$ cat src/ousr_pkg.sv
// package: constants and register map of the octal universal shift register
//----------------------------------------------------------------------------
//----------------------------------------------------------------------------
package ousr_pkg;
   localparam int          WIDTH       = 8;
   localparam logic [31:0] ADDR_CTRL   = 32'h0000_0000;
   localparam logic [31:0] ADDR_STATE  = 32'h0000_0004;
   localparam logic [31:0] ADDR_FIFO   = 32'h0000_0008;
   localparam logic [31:0] ADDR_STAT   = 32'h0000_000c;
   localparam int          CTRL_MODE_LO = 0;
   localparam int          CTRL_MODE_HI = 1;
   localparam int          CTRL_CLR_N   = 2;
   localparam int          CTRL_OEA_N   = 3;
   localparam int          CTRL_OEB_N   = 4;
   localparam int          CTRL_RSI     = 5;
   localparam int          CTRL_LSI     = 6;
   localparam int          CTRL_STEP    = 7;
   localparam logic [7:0]  CTRL_RESET   = 8'h1c;
   localparam logic [31:0] BAD_READ     = 32'hdead_0bad;
   localparam int          FIFO_DEPTH   = 4;
   typedef enum logic [1:0] {OUSR_HOLD, OUSR_RIGHT, OUSR_LEFT, OUSR_LOAD} ousr_mode_t;
endpackage

$ cat src/ousr_fifo.sv
// module: small valid/ready FIFO for the parallel data path
module ousr_fifo #(
   parameter int WIDTH = 8,
   parameter int DEPTH = 4
) (
   input  wire logic             clk,
   input  wire logic             sys_rst,
   input  wire logic             ce,
   input  wire logic             inValid,
   output logic                  inReady,
   input  wire logic [WIDTH-1:0] inData,
   output logic                  outValid,
   input  wire logic             outReady,
   output logic      [WIDTH-1:0] outData
);
   localparam int AW = (DEPTH > 1) ? $clog2(DEPTH) : 1;
   initial
   begin
      if (DEPTH < 2 || (DEPTH & (DEPTH - 1)) != 0 || WIDTH < 1)
         $error("fifo depth must be a power of two of at least 2");
   end
   logic [WIDTH-1:0] mem [DEPTH];
   logic [AW-1:0]    wrPtr_r;
   logic [AW-1:0]    rdPtr_r;
   logic [AW:0]      count_r;
   logic             push;
   logic             pop;

   assign inReady  = (count_r != (AW+1)'(DEPTH));
   assign outValid = (count_r != '0);
   assign outData  = mem[rdPtr_r];
   assign push     = ce && inValid && inReady;
   assign pop      = ce && outValid && outReady;

   always_ff @(posedge clk)
   begin
      if (push)
         mem[wrPtr_r] <= inData;
   end

   always_ff @(posedge clk)
   begin
      if (sys_rst)
      begin
         wrPtr_r <= '0;
         rdPtr_r <= '0;
         count_r <= '0;
      end
      else
      begin
         if (push)
            wrPtr_r <= wrPtr_r + 1'b1;
         if (pop)
            rdPtr_r <= rdPtr_r + 1'b1;
         if (push && !pop)
            count_r <= count_r + 1'b1;
         else if (pop && !push)
            count_r <= count_r - 1'b1;
      end
   end
endmodule

$ cat src/ousr_sync.sv
// module: three-stage synchroniser, change accepted when stages two and three agree
module ousr_sync #(
   parameter int WIDTH = 1
) (
   input  wire logic             clk,
   input  wire logic             sys_rst,
   input  wire logic             ce,
   input  wire logic [WIDTH-1:0] async,
   output logic      [WIDTH-1:0] synced
);
   logic [WIDTH-1:0] s1_r;
   logic [WIDTH-1:0] s2_r;
   logic [WIDTH-1:0] s3_r;
   logic [WIDTH-1:0] out_r;
   initial
   begin
      if (WIDTH < 1)
         $error("sync width must be positive");
   end
   always_ff @(posedge clk)
   begin
      if (sys_rst)
      begin
         s1_r  <= '0;
         s2_r  <= '0;
         s3_r  <= '0;
         out_r <= '0;
      end
      else if (ce)
      begin
         s1_r <= async;
         s2_r <= s1_r;
         s3_r <= s2_r;
         for (int i = 0; i < WIDTH; i++)
         begin
            if (s2_r[i] == s3_r[i])
               out_r[i] <= s3_r[i];
         end
      end
   end
   assign synced = out_r;
endmodule

$ cat src/ousr_top.sv
// module: octal universal shift register with APB control
module ousr_top #(
   parameter int WIDTH = ousr_pkg::WIDTH,
   parameter int DEPTH = ousr_pkg::FIFO_DEPTH
) (
   input  wire logic             clk,
   input  wire logic             sys_rst,
   input  wire logic             ce,
   input  wire logic             psel,
   input  wire logic             penable,
   input  wire logic             pwrite,
   input  wire logic [31:0]      paddr,
   input  wire logic [31:0]      pwdata,
   output logic      [31:0]      prdata,
   output logic                  pready,
   output logic                  pslverr,
   input  wire logic [WIDTH-1:0] parallelIn,
   output logic      [WIDTH-1:0] parallelOut,
   output logic      [WIDTH-1:0] parallelOe,
   output logic                  firstStageSerialOut,
   output logic                  lastStageSerialOut,
   output logic                  loadReady
);
   initial
   begin
      if (WIDTH != 8)
         $error("register width must be 8");
   end

   //-------------------------------------------------------------------------
   // control register and apb slave
   //-------------------------------------------------------------------------
   logic [7:0]       ctrl_r;
   logic [WIDTH-1:0] stage_r;
   logic [WIDTH-1:0] stage_nxt;
   logic             step_r;
   logic             apbAccess;
   logic             fifoValid;
   logic [WIDTH-1:0] fifoData;
   logic             fifoPop;
   logic [WIDTH-1:0] pinSync;
   logic             fifoInReady;
   logic             clearActive;
   logic             busEnable;
   logic             modeLo;
   logic             modeHi;
   logic             ctrlWrite;

   assign apbAccess   = psel && penable && ce;
   assign modeLo      = ctrl_r[ousr_pkg::CTRL_MODE_LO];
   assign modeHi      = ctrl_r[ousr_pkg::CTRL_MODE_HI];
   assign clearActive = !ctrl_r[ousr_pkg::CTRL_CLR_N];
   // writes land at the access edge, the one at which the master sees ready
   assign ctrlWrite   = apbAccess && pready && pwrite && paddr == ousr_pkg::ADDR_CTRL;

   function automatic ousr_pkg::ousr_mode_t decodeMode(input logic hi, input logic lo);
      ousr_pkg::ousr_mode_t m;
      m = ousr_pkg::OUSR_HOLD;
      if (hi && lo)
         m = ousr_pkg::OUSR_LOAD;
      else if (lo)
         m = ousr_pkg::OUSR_RIGHT;
      else if (hi)
         m = ousr_pkg::OUSR_LEFT;
      return m;
   endfunction

   always_ff @(posedge clk)
   begin
      if (sys_rst)
         ctrl_r <= ousr_pkg::CTRL_RESET;
      else if (ctrlWrite)
         ctrl_r <= pwdata[7:0];
   end

   // step request is a one-shot clock-edge event for the register
   always_ff @(posedge clk)
   begin
      if (sys_rst)
         step_r <= 1'b0;
      else if (ce)
         step_r <= ctrlWrite && pwdata[ousr_pkg::CTRL_STEP];
   end

   always_ff @(posedge clk)
   begin
      if (sys_rst)
      begin
         pready  <= 1'b0;
         pslverr <= 1'b0;
         prdata  <= '0;
      end
      else if (ce)
      begin
         pready  <= psel && !penable;
         pslverr <= 1'b0;
         if (psel && !penable)
         begin
            if (paddr == ousr_pkg::ADDR_CTRL)
               prdata <= {24'h00_0000, ctrl_r & 8'h7f};
            else if (paddr == ousr_pkg::ADDR_STATE)
               prdata <= {24'h00_0000, stage_r};
            else if (paddr == ousr_pkg::ADDR_FIFO)
               prdata <= {23'h00_0000, fifoValid, fifoData};
            else if (paddr == ousr_pkg::ADDR_STAT)
               prdata <= {26'h000_0000, fifoInReady, fifoValid, busEnable,
                          modeHi, modeLo, clearActive};
            else
            begin
               prdata  <= ousr_pkg::BAD_READ;
               pslverr <= 1'b1;
            end
         end
      end
   end

   //-------------------------------------------------------------------------
   // parallel pin capture through synchroniser and fifo
   //-------------------------------------------------------------------------
   ousr_sync #(.WIDTH(WIDTH)) u_sync (
      .clk     (clk),
      .sys_rst (sys_rst),
      .ce      (ce),
      .async   (parallelIn),
      .synced  (pinSync)
   );

   // a load step consumes one captured word; the fifo fills while the pins are released
   assign fifoPop = step_r && !clearActive && decodeMode(modeHi, modeLo) == ousr_pkg::OUSR_LOAD;

   ousr_fifo #(.WIDTH(WIDTH), .DEPTH(DEPTH)) u_fifo (
      .clk      (clk),
      .sys_rst  (sys_rst),
      .ce       (ce),
      .inValid  (!busEnable),
      .inReady  (fifoInReady),
      .inData   (pinSync),
      .outValid (fifoValid),
      .outReady (fifoPop),
      .outData  (fifoData)
   );

   //-------------------------------------------------------------------------
   // shift register core
   //-------------------------------------------------------------------------
   always_comb
   begin
      stage_nxt = stage_r;
      case (decodeMode(modeHi, modeLo))
         ousr_pkg::OUSR_LOAD:
            if (fifoValid)
               stage_nxt = fifoData;
         ousr_pkg::OUSR_RIGHT:
            stage_nxt = {stage_r[WIDTH-2:0], ctrl_r[ousr_pkg::CTRL_RSI]};
         ousr_pkg::OUSR_LEFT:
            stage_nxt = {ctrl_r[ousr_pkg::CTRL_LSI], stage_r[WIDTH-1:1]};
         default:
            stage_nxt = stage_r;
      endcase
   end

   always_ff @(posedge clk)
   begin
      if (sys_rst || (ce && clearActive))
         stage_r <= '0;
      else if (ce && step_r)
         stage_r <= stage_nxt;
   end

   //-------------------------------------------------------------------------
   // pin drivers
   //-------------------------------------------------------------------------
   assign busEnable = !ctrl_r[ousr_pkg::CTRL_OEA_N] && !ctrl_r[ousr_pkg::CTRL_OEB_N]
                      && !(modeHi && modeLo);

   always_ff @(posedge clk)
   begin
      if (sys_rst)
      begin
         parallelOut         <= '0;
         parallelOe          <= '0;
         firstStageSerialOut <= 1'b0;
         lastStageSerialOut  <= 1'b0;
         loadReady           <= 1'b0;
      end
      else if (ce)
      begin
         parallelOut         <= stage_r;
         parallelOe          <= {WIDTH{busEnable}};
         firstStageSerialOut <= stage_r[0];
         lastStageSerialOut  <= stage_r[WIDTH-1];
         loadReady           <= fifoInReady;
      end
   end
endmodule

$ cat config.mk
export PLATFORM = sky130hd
export DESIGN_NAME = ousr_top
export DESIGN_NICKNAME = d
export VERILOG_FILES = /design/src/ousr_pkg.sv /design/src/ousr_fifo.sv /design/src/ousr_sync.sv /design/src/ousr_top.sv
export SDC_FILE = /design/constraint.sdc
export NUM_CORES = 1
export LEC_CHECK = 0
export ABC_AREA = 1
export BUFFER_PORTS_ARGS = -buffer_cell sky130_fd_sc_hd__buf_2
export CAP_MARGIN = 25
export CORE_ASPECT_RATIO = 0.8
export CORE_MARGIN = 2
export CORE_UTILIZATION = 40
export DETAILED_ROUTE_END_ITERATION = 8
export PLACE_DENSITY = 0.73
export SKIP_LAST_GASP = 1
export SYNTH_ARGS = -nofsm -noshare
export SYNTH_HDL_FRONTEND = slang
export SYNTH_SLANG_ARGS = --single-unit
$ cat constraint.sdc
create_clock -name clk -period 2.77 [get_ports clk]
set_input_delay 0.554 -clock clk [delete_from_list [all_inputs] [get_ports clk]]
set_output_delay 0.554 -clock clk [all_outputs]
set_load 0.05 [all_outputs]
After elaboration in Yosys (flattened, before gate mapping)
Memories as Yosys holds them, arrays and structs flattened. A register that Yosys moved wholly into a read port is not among the register bits.
Cells that the tools add are included.
{"block": "word_totals", "wordCells": 109, "out_inout_bits": 53, "ff_bits": 101, "mem_count": 1, "input_bits": 78, "ramBits": 32}
{"memory": "u_fifo.mem", "words": 4, "width": 8, "read_ports": 1, "rd_ports_with_merged_regs": 1, "write_ports": 1, "line": "ousr_fifo.sv:22", "rtl": "logic [WIDTH-1:0] mem [DEPTH];"}
{"block": "op_classes", "n_mux": 20, "n_reduce_logical": 43, "addsub": 4, "n_eq_ne": 16}
{"operator": "$mux W32", "n": 4}
{"operator": "$eq A32 B4 Y1 const B", "n": 2}
{"operator": "$eq A32 B3 Y1 const B", "n": 1}
{"operator": "$logic_not A32 Y1", "n": 1}
{"operator": "$pmux W8 S3", "n": 1}
{"operator": "$logic_and A1 B1 Y1", "n": 20}
{"operator": "$reduce_and A2 Y1", "n": 9}
{"operator": "$mux W2", "n": 5}
{"operator": "$eq A1 B1 Y1", "n": 8}
{"operator": "$logic_not A1 Y1", "n": 8}
{"operator": "$mux W8", "n": 1}
{"operator": "$mux W1", "n": 7}
{"operator": "$mux W3", "n": 2}
{"operator": "$reduce_bool A3 Y1", "n": 2}
{"operator": "$add A2 B1 Y2 const B", "n": 2}
{"operator": "$eq A2 B2 Y1 const B", "n": 2}
{"operator": "$add A3 B1 Y3 const B", "n": 1}
{"operator": "$ne A3 B3 Y1 const B", "n": 1}
{"operator": "$reduce_and A3 Y1", "n": 1}
{"operator": "$sub A3 B1 Y3 const B", "n": 1}
{"operator": "$eq A2 B1 Y1 const B", "n": 1}
{"operator": "$ne A2 B2 Y1 const B", "n": 1}
{"operator": "$reduce_bool A2 Y1", "n": 1}
{"operator": "$logic_or A1 B1 Y1", "n": 1}

Longest topological paths before layout
Gate-level depths: netlist of run 1.
{"block": "logic_depth", "word_depth": 10, "mapped_depth": 11, "depth_no_buf": 11}

Hierarchy
Synthesis of run 1 repeated with hierarchy kept, for this count alone.
{"block": "hier_totals", "cells_unflattened": 665, "hier_area_um2": 5322.6}
{"module": "ousr_top", "seq_area_each_um2": 760.7, "cells_per_inst": 347, "area_each_um2": 2349.8, "n_inst": 1}
{"module": "ousr_fifo", "seq_area_each_um2": 1141.1, "cells_per_inst": 147, "area_each_um2": 1687.9, "n_inst": 1}
{"module": "ousr_sync", "seq_area_each_um2": 640.6, "cells_per_inst": 171, "area_each_um2": 1285.0, "n_inst": 1}

Least setup slack after synthesis of run 1
Ideal clock, no wire load.
{"block": "synth_path", "path_type": "input to register", "startpoint": "in ce", "endpoint": "reg u_fifo.count_r[2]", "setup_ns": 0.122, "setup_slack_ns": 0.483, "required_time_ns": 2.648, "arrival_ns": 2.165, "path_buffers": 1, "cell_stages": 11, "path_cell_list": "buf_2 inv_1 or2_1 nor2_2 ha_1 inv_1 fa_1 a21oi_1 o21ai_0 o21ai_0 a21oi_1"}
{"block": "synth_via", "elab_chain_cells": 5, "elab_cells_between_ends": 10, "cone_classes": "mux: 1; reduce/logical: 9"}
{"element": "start, declared", "line": "ousr_top.sv:8", "rtl": "input wire logic ce,"}
{"element": "$logic_and A1 B1 Y1 * (2 in series)", "line": "ousr_fifo.sv:32", "rtl": "assign push = ce && inValid && inReady;"}
{"element": "named net u_fifo.push", "line": "ousr_fifo.sv:26", "rtl": "logic push;"}
{"element": "$logic_not A1 Y1", "line": "ousr_fifo.sv:57", "rtl": "else if (pop && !push)"}
{"element": "$logic_and A1 B1 Y1", "line": "ousr_fifo.sv:57"}
{"element": "$reduce_bool A2 Y1 (no source line)"}
{"element": "end signal, assigned", "line": "ousr_fifo.sv:56", "rtl": "count_r <= count_r + 1'b1;"}
{"element": "end signal, assigned", "line": "ousr_fifo.sv:58", "rtl": "count_r <= count_r - 1'b1;"}
{"element": "end, declared", "line": "ousr_fifo.sv:25", "rtl": "logic [AW:0] count_r;"}
The timed path passes the listed nets; every way through them passes the cells marked *.
A chain may end at the register's enable or synchronous reset.

Worst setup path in the final report of run 1
{"block": "layout_path", "startpoint": "reg u_fifo.count_r[0]", "endpoint": "reg u_fifo.count_r[2]"}
{"block": "layout_via", "elab_chain_cells": 6, "elab_cells_between_ends": 14, "cone_classes": "add/sub: 2; eq/ne: 1; mux: 2; reduce/logical: 9"}
{"element": "parallel branches: the longest is 6 deep, another holds $sub A3 B1 Y3"}
Several ways; the timed one is not identified. The select of a mux whose other input is x is not followed.

==> results of run 1 <==
critical path, delay by kind of cell, from the launching register on:
kind / cells / cell delay, ps
AND/OR/NAND/NOR: 2 / 520
flip-flops: 1 / 360
AO/OA/AOI/OAI: 4 / 450
adder cells (fa/ha/maj): 2 / 580
buffers and inverters: 2 / 190
how the worst max path moves through the flow:
stage / endpoint / slack (ps) / cells after the start
after global placement: u_fifo.count_r[2] / 420 / 11
after global routing: u_fifo.count_r[2] / 330 / 10
after floorplan: u_fifo.count_r[2] / 480 / 11
after detailed placement: u_fifo.count_r[2] / 420 / 11
final: u_fifo.count_r[2] / 570 / 10
after CTS: u_fifo.count_r[2] / 580 / 10
metrics by stage:
stage,utilization,cell area (um2),instances,hold slack (ps)
floorplan,-,5250,659,436
global placement,0.446,5700,890,453
detailed placement,0.446,5700,890,452
CTS,0.468,5980,906,389
global route,0.468,5980,906,406
finish,0.468,5980,906,394
power by group:
part	switching, mW	internal, mW
combinational	0.294	0.116
sequential	0.0335	1.73
clock	0.600	0.621
total	0.928	2.47
registers in the layout, summed over array words and instances, names as in the netlist, 2 cells and up, named ones only:
register        cells
u_sync.s1_r         8
parallelOut         8
prdata             10
u_sync.s2_r         8
u_fifo.count_r      3
u_fifo.wrPtr_r      2
stage_r             8
u_fifo.mem         32
ctrl_r              7
u_sync.synced       8
u_sync.s3_r         8
u_fifo.rdPtr_r      2
cells by family (layout without fill, tap and decap cells):
family / after synthesis / count (layout) / share of synthesized area
fa+ha+maj: 11 / 11 / 0.0279
flops: 111 / 111 / 0.488
other cells: 1 / 10 / 0.000720
buf+inv: 118 / 190 / 0.111
simple gates: 252 / 252 / 0.208
compound gates: 157 / 157 / 0.164
area by class of cell:
class,instances,area share
multi-input cells,430,0.355
well taps,175,0.0366
repair buffers,108,0.0954
flip-flops and latches,111,0.425
inverters,66,0.0416
clock buffers,9,0.0376
clock inverters,7,0.00920
layer usage:
metal  vias to the layer above  wire, um  global-route usage
li1                       2235         -                   -
met3                        10      1010              0.0501
met5                         -         0                   0
met2                       168      4630               0.241
met4                         0       147              0.0520
met1                      1952      5600               0.243
cell usage in the layout, fill, tap and decap left out, types with 8 or more instances in the layout:
cell type | netlist | final
inv_1 | 61 | 61
o21ai_0 | 76 | 76
clkbuf_16 | 0 | 9
nor2_2 | 8 | 8
dfxtp_1 | 79 | 79
buf_4 | 34 | 12
edfxtp_1 | 32 | 32
conb_1 | 1 | 10
nand2_1 | 112 | 112
nor2_1 | 94 | 94
a21oi_1 | 49 | 49
ha_1 | 10 | 10
buf_2 | 7 | 96
nand3_1 | 20 | 20
==> summary.txt, run 1 <==
Floorplan
  • Die span in x: 132 um
  • Initial Utilization: 0.408
  • Die Span Y: 106 um
  • Core area: 12800 um2
  • Row count: 37
  • Die area: 14000 um2
  • I/O pin count: 131

Worst setup path
  • CP Data Required Time: 3020 ps
  • Start point of the critical path: u_fifo.count_r[0]
  • Worst path arrival time: 2450 ps
  • Crit path cell chain: nor3_1 > inv_1 > nand2_1 > ha_1 > inv_1 > fa_1 > a21oi_1 > o21ai_0 > o21ai_0 > a21oi_1
  • Worst setup path category: register to register
  • Worst flop-to-flop path startpoint: u_fifo.count_r[0]
  • Crit. End Element: register
  • Crit-path slowest cell: fa_1
  • Startpoint type of the worst setup path: register
  • FF-to-FF End: u_fifo.count_r[2]
  • Reg2reg setup slack: 570 ps
  • CP peak stage delay: 430 ps
  • Reg2Reg Depth: 10
  • Crit Path Max Fanout: 5

Route
  • Antenna viol nets, final: 0
  • Drt first-iter violations: 318
  • # DRC: 0
  • Via density: 4.82
  • Via count: 4365
  • Routed wire length: 11400 um
  • DR pass1 iterations: 5
  • WL/cell: 12.6 um

Global routing
  • GRT Overall Usage: 0.168
  • Grt total ovfl: 0
  • Largest net degree at the start of global routing: 39
  • Vias in the first global route: 3825
  • Initial antenna violation count: 0
  • First-pass GRT wire length: 18800 um

Clock network
  • CTS clk-pin slew, worst paths: 70 ps
  • Maximum root-to-sink buffer count: 2
  • CTS tree: yes
  • Post-CTS setup repair buffer count: 0
  • Root Buffer: clkbuf_16
  • Htree depth: 3
  • Clock sink total: 111
  • Cts hold-fix bufs: 0
  • Worst skew pair latency: 360 ps
  • TritonCTS buffer count: 9
  • Post-CTS resize count: 0

Timing
  • Fin Setup TNS: 0 ps
  • Fmax: 455 MHz
  • Slew Limit Headroom: 0.664
  • Clock Skews: 6.28 ps
  • Unrepaired setup endpoints after global routing: no
  • Hold Vio Cnt, Final: 0
  • Least-Margin Pin Slew: 503 ps
  • Setup violations, final: 0
  • Final Critical Period: 2200 ps
  • Final Max Tran Viols: 0
  • Setup ws final: 571 ps
  • Period utilisation layout: 0.794

Layout
  • Area Growth Syn to Fin: 14.8%
  • Nets: 815
  • Register area: 2540 um2
  • Area occupied by multi-input gates: 2120 um2
  • Antenna Cells: 0
  • Ratio of cells with drive above 1 in the final layout: 0.208
  • Fill cells: 1279

Yosys
  • Area contributors post-synth: dfxtp_1, edfxtp_1, nand2_1
  • Post-synth top area cell: dfxtp_1
  • Synthesized area per cell: 8.02 um2
  • Synthesized flop and latch total: 111
  • Post-synthesis cell count: 650
  • Area share of the largest cell type after synthesis: 0.303
  • Share of async-settable or async-resettable flops after synthesis: 0
  • Number of synthesized flops with an enable pin: 32
  • Synth cell count leaders: nand2_1, nor2_1, dfxtp_1
  • Most used DFF post-synth: dfxtp_1
  • Yosys warns: 0
  • Yosys cell types: 32
  • Post-Syn Area: 5210 um2
  • Count leader, synth: nand2_1
  • Register area share after synthesis: 0.488

Hold path
  • Hold Path Stages: 3
  • Hold endpoint: ctrl_r[3]
  • Hold_sp: pwdata[3]
  • Worst hold path class: primary input to register

Status
  • Status: finished clean

Power
  • Power density over the cells: 568 nW/um2
  • Power, Total: 3.40 mW
  • Peak VDD IR: 0.365 mV
  • Leakage: 2.72 nW

Placement
  • Post-DP HPWL: 8240 um
  • RePlAce Congestion: 0.921
  • PortBufs: 96
  • Place WS: 424 ps

Run
  • Maxcap violations: 0
(Power assumes the default switching activity.)
==> inputs of run 2 (changes only) <==
--- a/config.mk
+++ b/config.mk
@@ -5,7 +5,7 @@
 export SDC_FILE = /design/constraint.sdc
 export NUM_CORES = 1
 export LEC_CHECK = 0
-export ABC_AREA = 1
+export ABC_AREA = 0
 export BUFFER_PORTS_ARGS = -buffer_cell sky130_fd_sc_hd__buf_2
 export CAP_MARGIN = 25
 export CORE_ASPECT_RATIO = 0.8
==> constraint.sdc (replaced) <==
create_clock -name clk -period 2.26 [get_ports clk]
set_input_delay 0.452 -clock clk [delete_from_list [all_inputs] [get_ports clk]]
set_output_delay 0.452 -clock clk [all_outputs]
set_load 0.05 [all_outputs]
==> run 2 against run 1 <==
Against the previous run:
- clock-buffer cell count did not move
- register-to-register slack worse by 490 ps
- worst setup slack worse by 490 ps
- global-route usage shrank 0.53 points
- first-iteration DRC count decreased by 4.7%
- utilization up 0.82 points
- fmax grew 1.1%
- sequential share of layout area is 1.5 points higher
- clock power grew 26%
- die area fell by 4.4%
- combinational power rose by 31%
- critical endpoint unchanged
- largest power group unchanged
==> summary.txt, run 2 <==
Status
  • Status: finished clean

Layout
  • Biggest register: u_fifo.mem
  • Antenna Cells: 0
  • Post-layout util: 0.476
  • Register area: 2550 um2
  • Nets: 633
  • Final Cell Area: 5790 um2
  • Area Growth Syn to Fin: 16.5%
  • Commonest cells after routing, fill and taps aside: buf_2, dfxtp_1, nor2_1
  • Number of flip-flops in the largest register: 32
  • Fin cells: 701
  • Ratio of cells with drive above 1 in the final layout: 0.284
  • Fill cells: 1079
  • Area occupied by multi-input gates: 2110 um2
  • Most common cell after layout, fill and taps aside: buf_2
  • Top flop regs: u_fifo.mem: 32 flops, prdata: 10 flops

Timing
  • Setup ws final: 84.2 ps
  • Hold Vio Cnt, Final: 0
  • Setup violations, final: 0
  • Period utilisation layout: 0.963
  • Slew Limit Headroom: 0.573
  • Fin Setup TNS: 0 ps
  • Hold_ws: 306 ps
  • Unrepaired setup endpoints after global routing: no
  • Least-Margin Pin Slew: 635 ps
  • Fmax: 460 MHz
  • Final Critical Period: 2180 ps
  • Clock Skews: 6.73 ps
  • Final Max Tran Viols: 0

Yosys
  • Area share of the largest cell type after synthesis: 0.318
  • Synthesized area per cell: 10.6 um2
  • Count leader, synth: dfxtp_1
  • Register area share after synthesis: 0.511
  • Number of synthesized flops with an enable pin: 32
  • Share of async-settable or async-resettable flops after synthesis: 0
  • Most used DFF post-synth: dfxtp_1
  • Post-synth top area cell: dfxtp_1
  • Synth cell count leaders: dfxtp_1, nor2_1, mux2i_1
  • Post-synthesis cell count: 467
  • Yosys cell types: 55
  • Area contributors post-synth: dfxtp_1, edfxtp_1, mux2i_1
  • Synthesized flop and latch total: 111
  • Yosys warns: 0
  • Post-Syn Area: 4970 um2

Power
  • Peak VDD IR: 0.354 mV
  • Power density over the cells: 735 nW/um2
  • Sequential Power Share: 0.512
  • Leakage: 2.35 nW
  • Switching Share: 0.271
  • Clock power share: 0.361
  • Internal Power: 3.10 mW
  • Sw power: 1.15 mW
  • Power, Total: 4.26 mW
  • Comb power frac: 0.127

Route
  • Via density: 5.33
  • Routed wire length: 10900 um
  • Drt first-iter violations: 303
  • WL/cell: 15.6 um
  • Antenna viol nets, final: 0
  • # DRC: 0
  • Via count: 3738
  • DR pass1 iterations: 4

Clock network
  • Clock sink total: 111
  • Maximum root-to-sink buffer count: 2
  • CTS clk-pin slew, worst paths: 80 ps
  • TritonCTS buffer count: 9
  • CTS tree: yes
  • Root Buffer: clkbuf_16
  • Post-CTS setup repair buffer count: 0
  • Worst skew pair latency: 350 ps
  • Htree depth: 3

Worst setup path
  • Reg2Reg Depth: 9
  • Crit Path Max Fanout: 7
  • Startpoint type of the worst setup path: register
  • CP Data Required Time: 2550 ps
  • Worst setup path category: register to register
  • Crit. End Element: register
  • Worst path arrival time: 2460 ps

Placement
  • PortBufs: 96
  • Placed insts: 685
  • Place WS: 26.9 ps
  • RePlAce Congestion: 0.856
  • Post-DP HPWL: 7880 um
  • Post-DP Area: 5500 um2

Global routing
  • Vias in the first global route: 3477
  • First-pass GRT wire length: 17200 um
  • GRT Overall Usage: 0.163
  • Initial antenna violation count: 0
  • Largest net degree at the start of global routing: 67
  • Grt total ovfl: 0

Floorplan
  • Die area: 13300 um2
  • Initial Utilization: 0.409
  • I/O pin count: 131
  • Row count: 36
  • Die span in x: 129 um
  • Die Span Y: 104 um
  • Core area: 12200 um2

Hold path
  • Hold Path Stages: 2
  • Worst hold path class: primary input to register

Run
  • Maxcap violations: 0
## run 2: changes by cell type after synthesis, sizes merged, moves of 9 or more
cell / before / now
a21oi: 54 / 28
a22oi: 0 / 9
inv: 65 / 8
mux2i: 0 / 36
mux4: 0 / 9
nand2: 117 / 35
nand3: 22 / 1
nor2: 106 / 47
nor4: 0 / 10
o21ai: 81 / 15
## run 2: timing repair
action                     CTS  global route
hold buffers                 0             0
resized for setup            0             5
setup endpoints to repair    0             1
## run 2: worst paths after layout
path | startpoint | end | slack, ps
max | ctrl_r[0] | u_fifo.count_r[2] | 80
min | pwdata[3] | ctrl_r[3] | 310
max reg2reg | ctrl_r[0] | u_fifo.count_r[2] | 80
min reg2reg | u_sync.s2_r[6] | u_sync.synced[6] | 470
## run 2: kinds of logic after synthesis
group	after synthesis	share of synthesized area
compound gates	97	0.130
xor+xnor	4	0.00705
fa+ha+maj	11	0.0292
buf+inv	65	0.0747
flops	111	0.511
mux	48	0.120
other cells	1	0.000754
simple gates	130	0.127
## run 2: cell type report
cell class,count,area share
multi-input combinational,300,0.365
inverter,8,0.00518
clock inverter,7,0.0101
timing repair buffer,114,0.108
clock buffer,9,0.0389
sequential,111,0.440
tap,152,0.0328
## run 2: critical path, stage by stage (launching register included)
cell and delay [ps]:
dfxtp_4 400, ha_1 160, nor3_1 80, nor3_4 210, ha_2 220, inv_1 60, fa_2 380, xor2_1 170
or3_1 300, a21oi_1 140
## run 2: power groups by stage
stage / Combinational (mW) / Clock [mW] / Sequential [mW]
after CTS: 0.541 / 1.57 / 2.18
after detailed placement: 0.539 / 0 / 2.23
final: 0.539 / 1.54 / 2.18
after global placement: 0.522 / 0 / 2.22
after global routing: 0.583 / 1.65 / 2.19
after floorplan: 0.353 / 0 / 2.25
## run 2: layer usage
metal,vias up,GRT usage,wire [um]
li1,1819,-,-
met1,1778,0.215,4900
met2,122,0.265,5240
met3,19,0.0387,618
met4,0,0.0489,188
met5,-,0,0
==> inputs of run 3 (changes only) <==
--- a/config.mk
+++ b/config.mk
@@ -8,7 +8,6 @@
 export ABC_AREA = 0
 export BUFFER_PORTS_ARGS = -buffer_cell sky130_fd_sc_hd__buf_2
 export CAP_MARGIN = 25
-export CORE_ASPECT_RATIO = 0.8
 export CORE_MARGIN = 2
 export CORE_UTILIZATION = 40
 export DETAILED_ROUTE_END_ITERATION = 8
==> run 3 against run 2 <==
Against the previous run:
- register-to-register slack improved by 20 ps
- critical path type unchanged
- largest cell class unchanged
- sequential power barely moved
- highest routed layer unchanged
- worst setup slack improved by 20 ps
- clock-buffer cell count is the same
- via count decreased by 0.70%
- critical path depth unchanged
- clock power about the same
- utilization grew 0.71 points
- clock skew rose by 3.9 ps
- largest power group unchanged
==> summary.txt, run 3 (same netlist as run 2, synthesis figures left out) <==
Timing
  • Final Max Tran Viols: 0
  • Setup violations, final: 0
  • Clock Skews: 10.6 ps
  • Hold Vio Cnt, Final: 0
  • Slew Limit Headroom: 0.581
  • Unrepaired setup endpoints after global routing: no
  • Hold_ws: 301 ps
  • Fin Setup TNS: 0 ps
  • Setup ws final: 105 ps
  • Least-Margin Pin Slew: 624 ps
  • Fmax: 464 MHz
  • Final Critical Period: 2160 ps
  • Period utilisation layout: 0.954

Worst setup path
  • Crit Path Max Fanout: 6
  • Reg2reg setup slack: 100 ps
  • Crit. End Element: register
  • Worst setup path category: register to register
  • CP peak stage delay: 390 ps
  • Crit-path slowest cell: fa_2
  • Crit path cell chain: ha_1 > nand4_1 > or2_2 > ha_2 > inv_1 > fa_2 > xor2_1 > or3_1 > a21oi_1
  • Worst path arrival time: 2440 ps
  • Startpoint type of the worst setup path: register
  • CP Data Required Time: 2550 ps

Power
  • Switching Share: 0.268
  • Power density over the cells: 728 nW/um2
  • Clock power share: 0.358
  • Internal Power: 3.10 mW
  • Peak VDD IR: 0.534 mV
  • Leakage: 2.37 nW
  • Sw power: 1.14 mW
  • Comb power frac: 0.128
  • Sequential Power Share: 0.514
  • Power, Total: 4.24 mW

Placement
  • RePlAce Congestion: 0.847
  • Place WS: 23.4 ps
  • PortBufs: 96
  • Placed insts: 704
  • Post-DP Area: 5530 um2
  • Post-DP HPWL: 8200 um

Global routing
  • GRT Overall Usage: 0.170
  • First-pass GRT wire length: 17700 um
  • Vias in the first global route: 3569
  • Largest net degree at the start of global routing: 31
  • Grt total ovfl: 0
  • Initial antenna violation count: 0

Run
  • Maxcap violations: 0

Layout
  • Biggest register: u_fifo.mem
  • Area Growth Syn to Fin: 17.3%
  • Fin cells: 721
  • Final Cell Area: 5830 um2
  • Commonest cells after routing, fill and taps aside: buf_2, dfxtp_1, nor2_1
  • Antenna Cells: 0
  • Ratio of cells with drive above 1 in the final layout: 0.286
  • Post-layout util: 0.484
  • Nets: 637
  • Top flop regs: u_fifo.mem: 32 flops, prdata: 10 flops
  • Fill cells: 1100
  • Most common cell after layout, fill and taps aside: buf_2
  • Number of flip-flops in the largest register: 32

Floorplan
  • Die span in x: 116 um
  • Die area: 13300 um2
  • Core area: 12100 um2
  • Row count: 40
  • I/O pin count: 131
  • Initial Utilization: 0.412
  • Die Span Y: 116 um

Route
  • Via density: 5.15
  • Drt first-iter violations: 195
  • DR pass1 iterations: 4
  • WL/cell: 15.3 um
  • Routed wire length: 11000 um
  • Antenna viol nets, final: 0
  • # DRC: 0
  • Via count: 3712

Clock network
  • TritonCTS buffer count: 9
  • Root Buffer: clkbuf_16
  • CTS clk-pin slew, worst paths: 80 ps
  • Worst skew pair latency: 350 ps
  • Maximum root-to-sink buffer count: 2
  • Htree depth: 3
  • Clock sink total: 111
  • CTS tree: yes

Status
  • Status: finished clean

Hold path
  • Worst hold path class: primary input to register
==> run 3: cell type report <==
cell class	count	area, um2	area share
clock inverter	7	62.6	0.0107
clock buffer	9	225	0.0386
timing repair buffer	118	646	0.111
inverter	8	30.0	0.00515
tap	168	210	0.0360
sequential	111	2550	0.437
multi-input combinational	300	2110	0.362
==> run 3: power groups by stage <==
stage | Sequential (mW) | Combinational (mW) | Clock [mW]
2_1_floorplan | 2.25 | 0.353 | 0
3_3_place_gp | 2.22 | 0.520 | 0
3_5_place_dp | 2.23 | 0.534 | 0
4_1_cts | 2.18 | 0.537 | 1.57
5_1_grt | 2.19 | 0.589 | 1.63
6_report | 2.18 | 0.542 | 1.52
==> run 3: final timing paths <==
check / start / cells after the start / end
setup / recovery: ctrl_r[1] / 9 / u_fifo.count_r[2]
hold / removal: pwdata[2] / 2 / ctrl_r[2]
setup reg to reg: ctrl_r[1] / 9 / u_fifo.count_r[2]
hold reg to reg: u_sync.s2_r[1] / 2 / u_sync.synced[1]
==> run 3: worst max-delay path, delay by kind of cell (launching register included) <==
family	cells	cell delay, ps
AND/OR/NAND/NOR	3	580
AO/OA/AOI/OAI	1	140
buffers and inverters	1	60
XOR/XNOR	1	170
adder cells (fa/ha/maj)	3	770
flip-flops	1	370
==> run 3: timing repair <==
action	in CTS	in global routing
setup buffers	0	1
setup endpoints to repair	0	1
resized for setup	0	3
hold buffers	0	0
==> run 3: metal layers <==
metal  vias up  GRT usage  part of all wire  wire length (um)
met1      1758      0.207              0.43              4720
met4         0     0.0570             0.018               204
met3        19     0.0445             0.044               485
met5         -          0                 0                 0
li1       1831          -                 -                 -
met2       104      0.293              0.51              5630
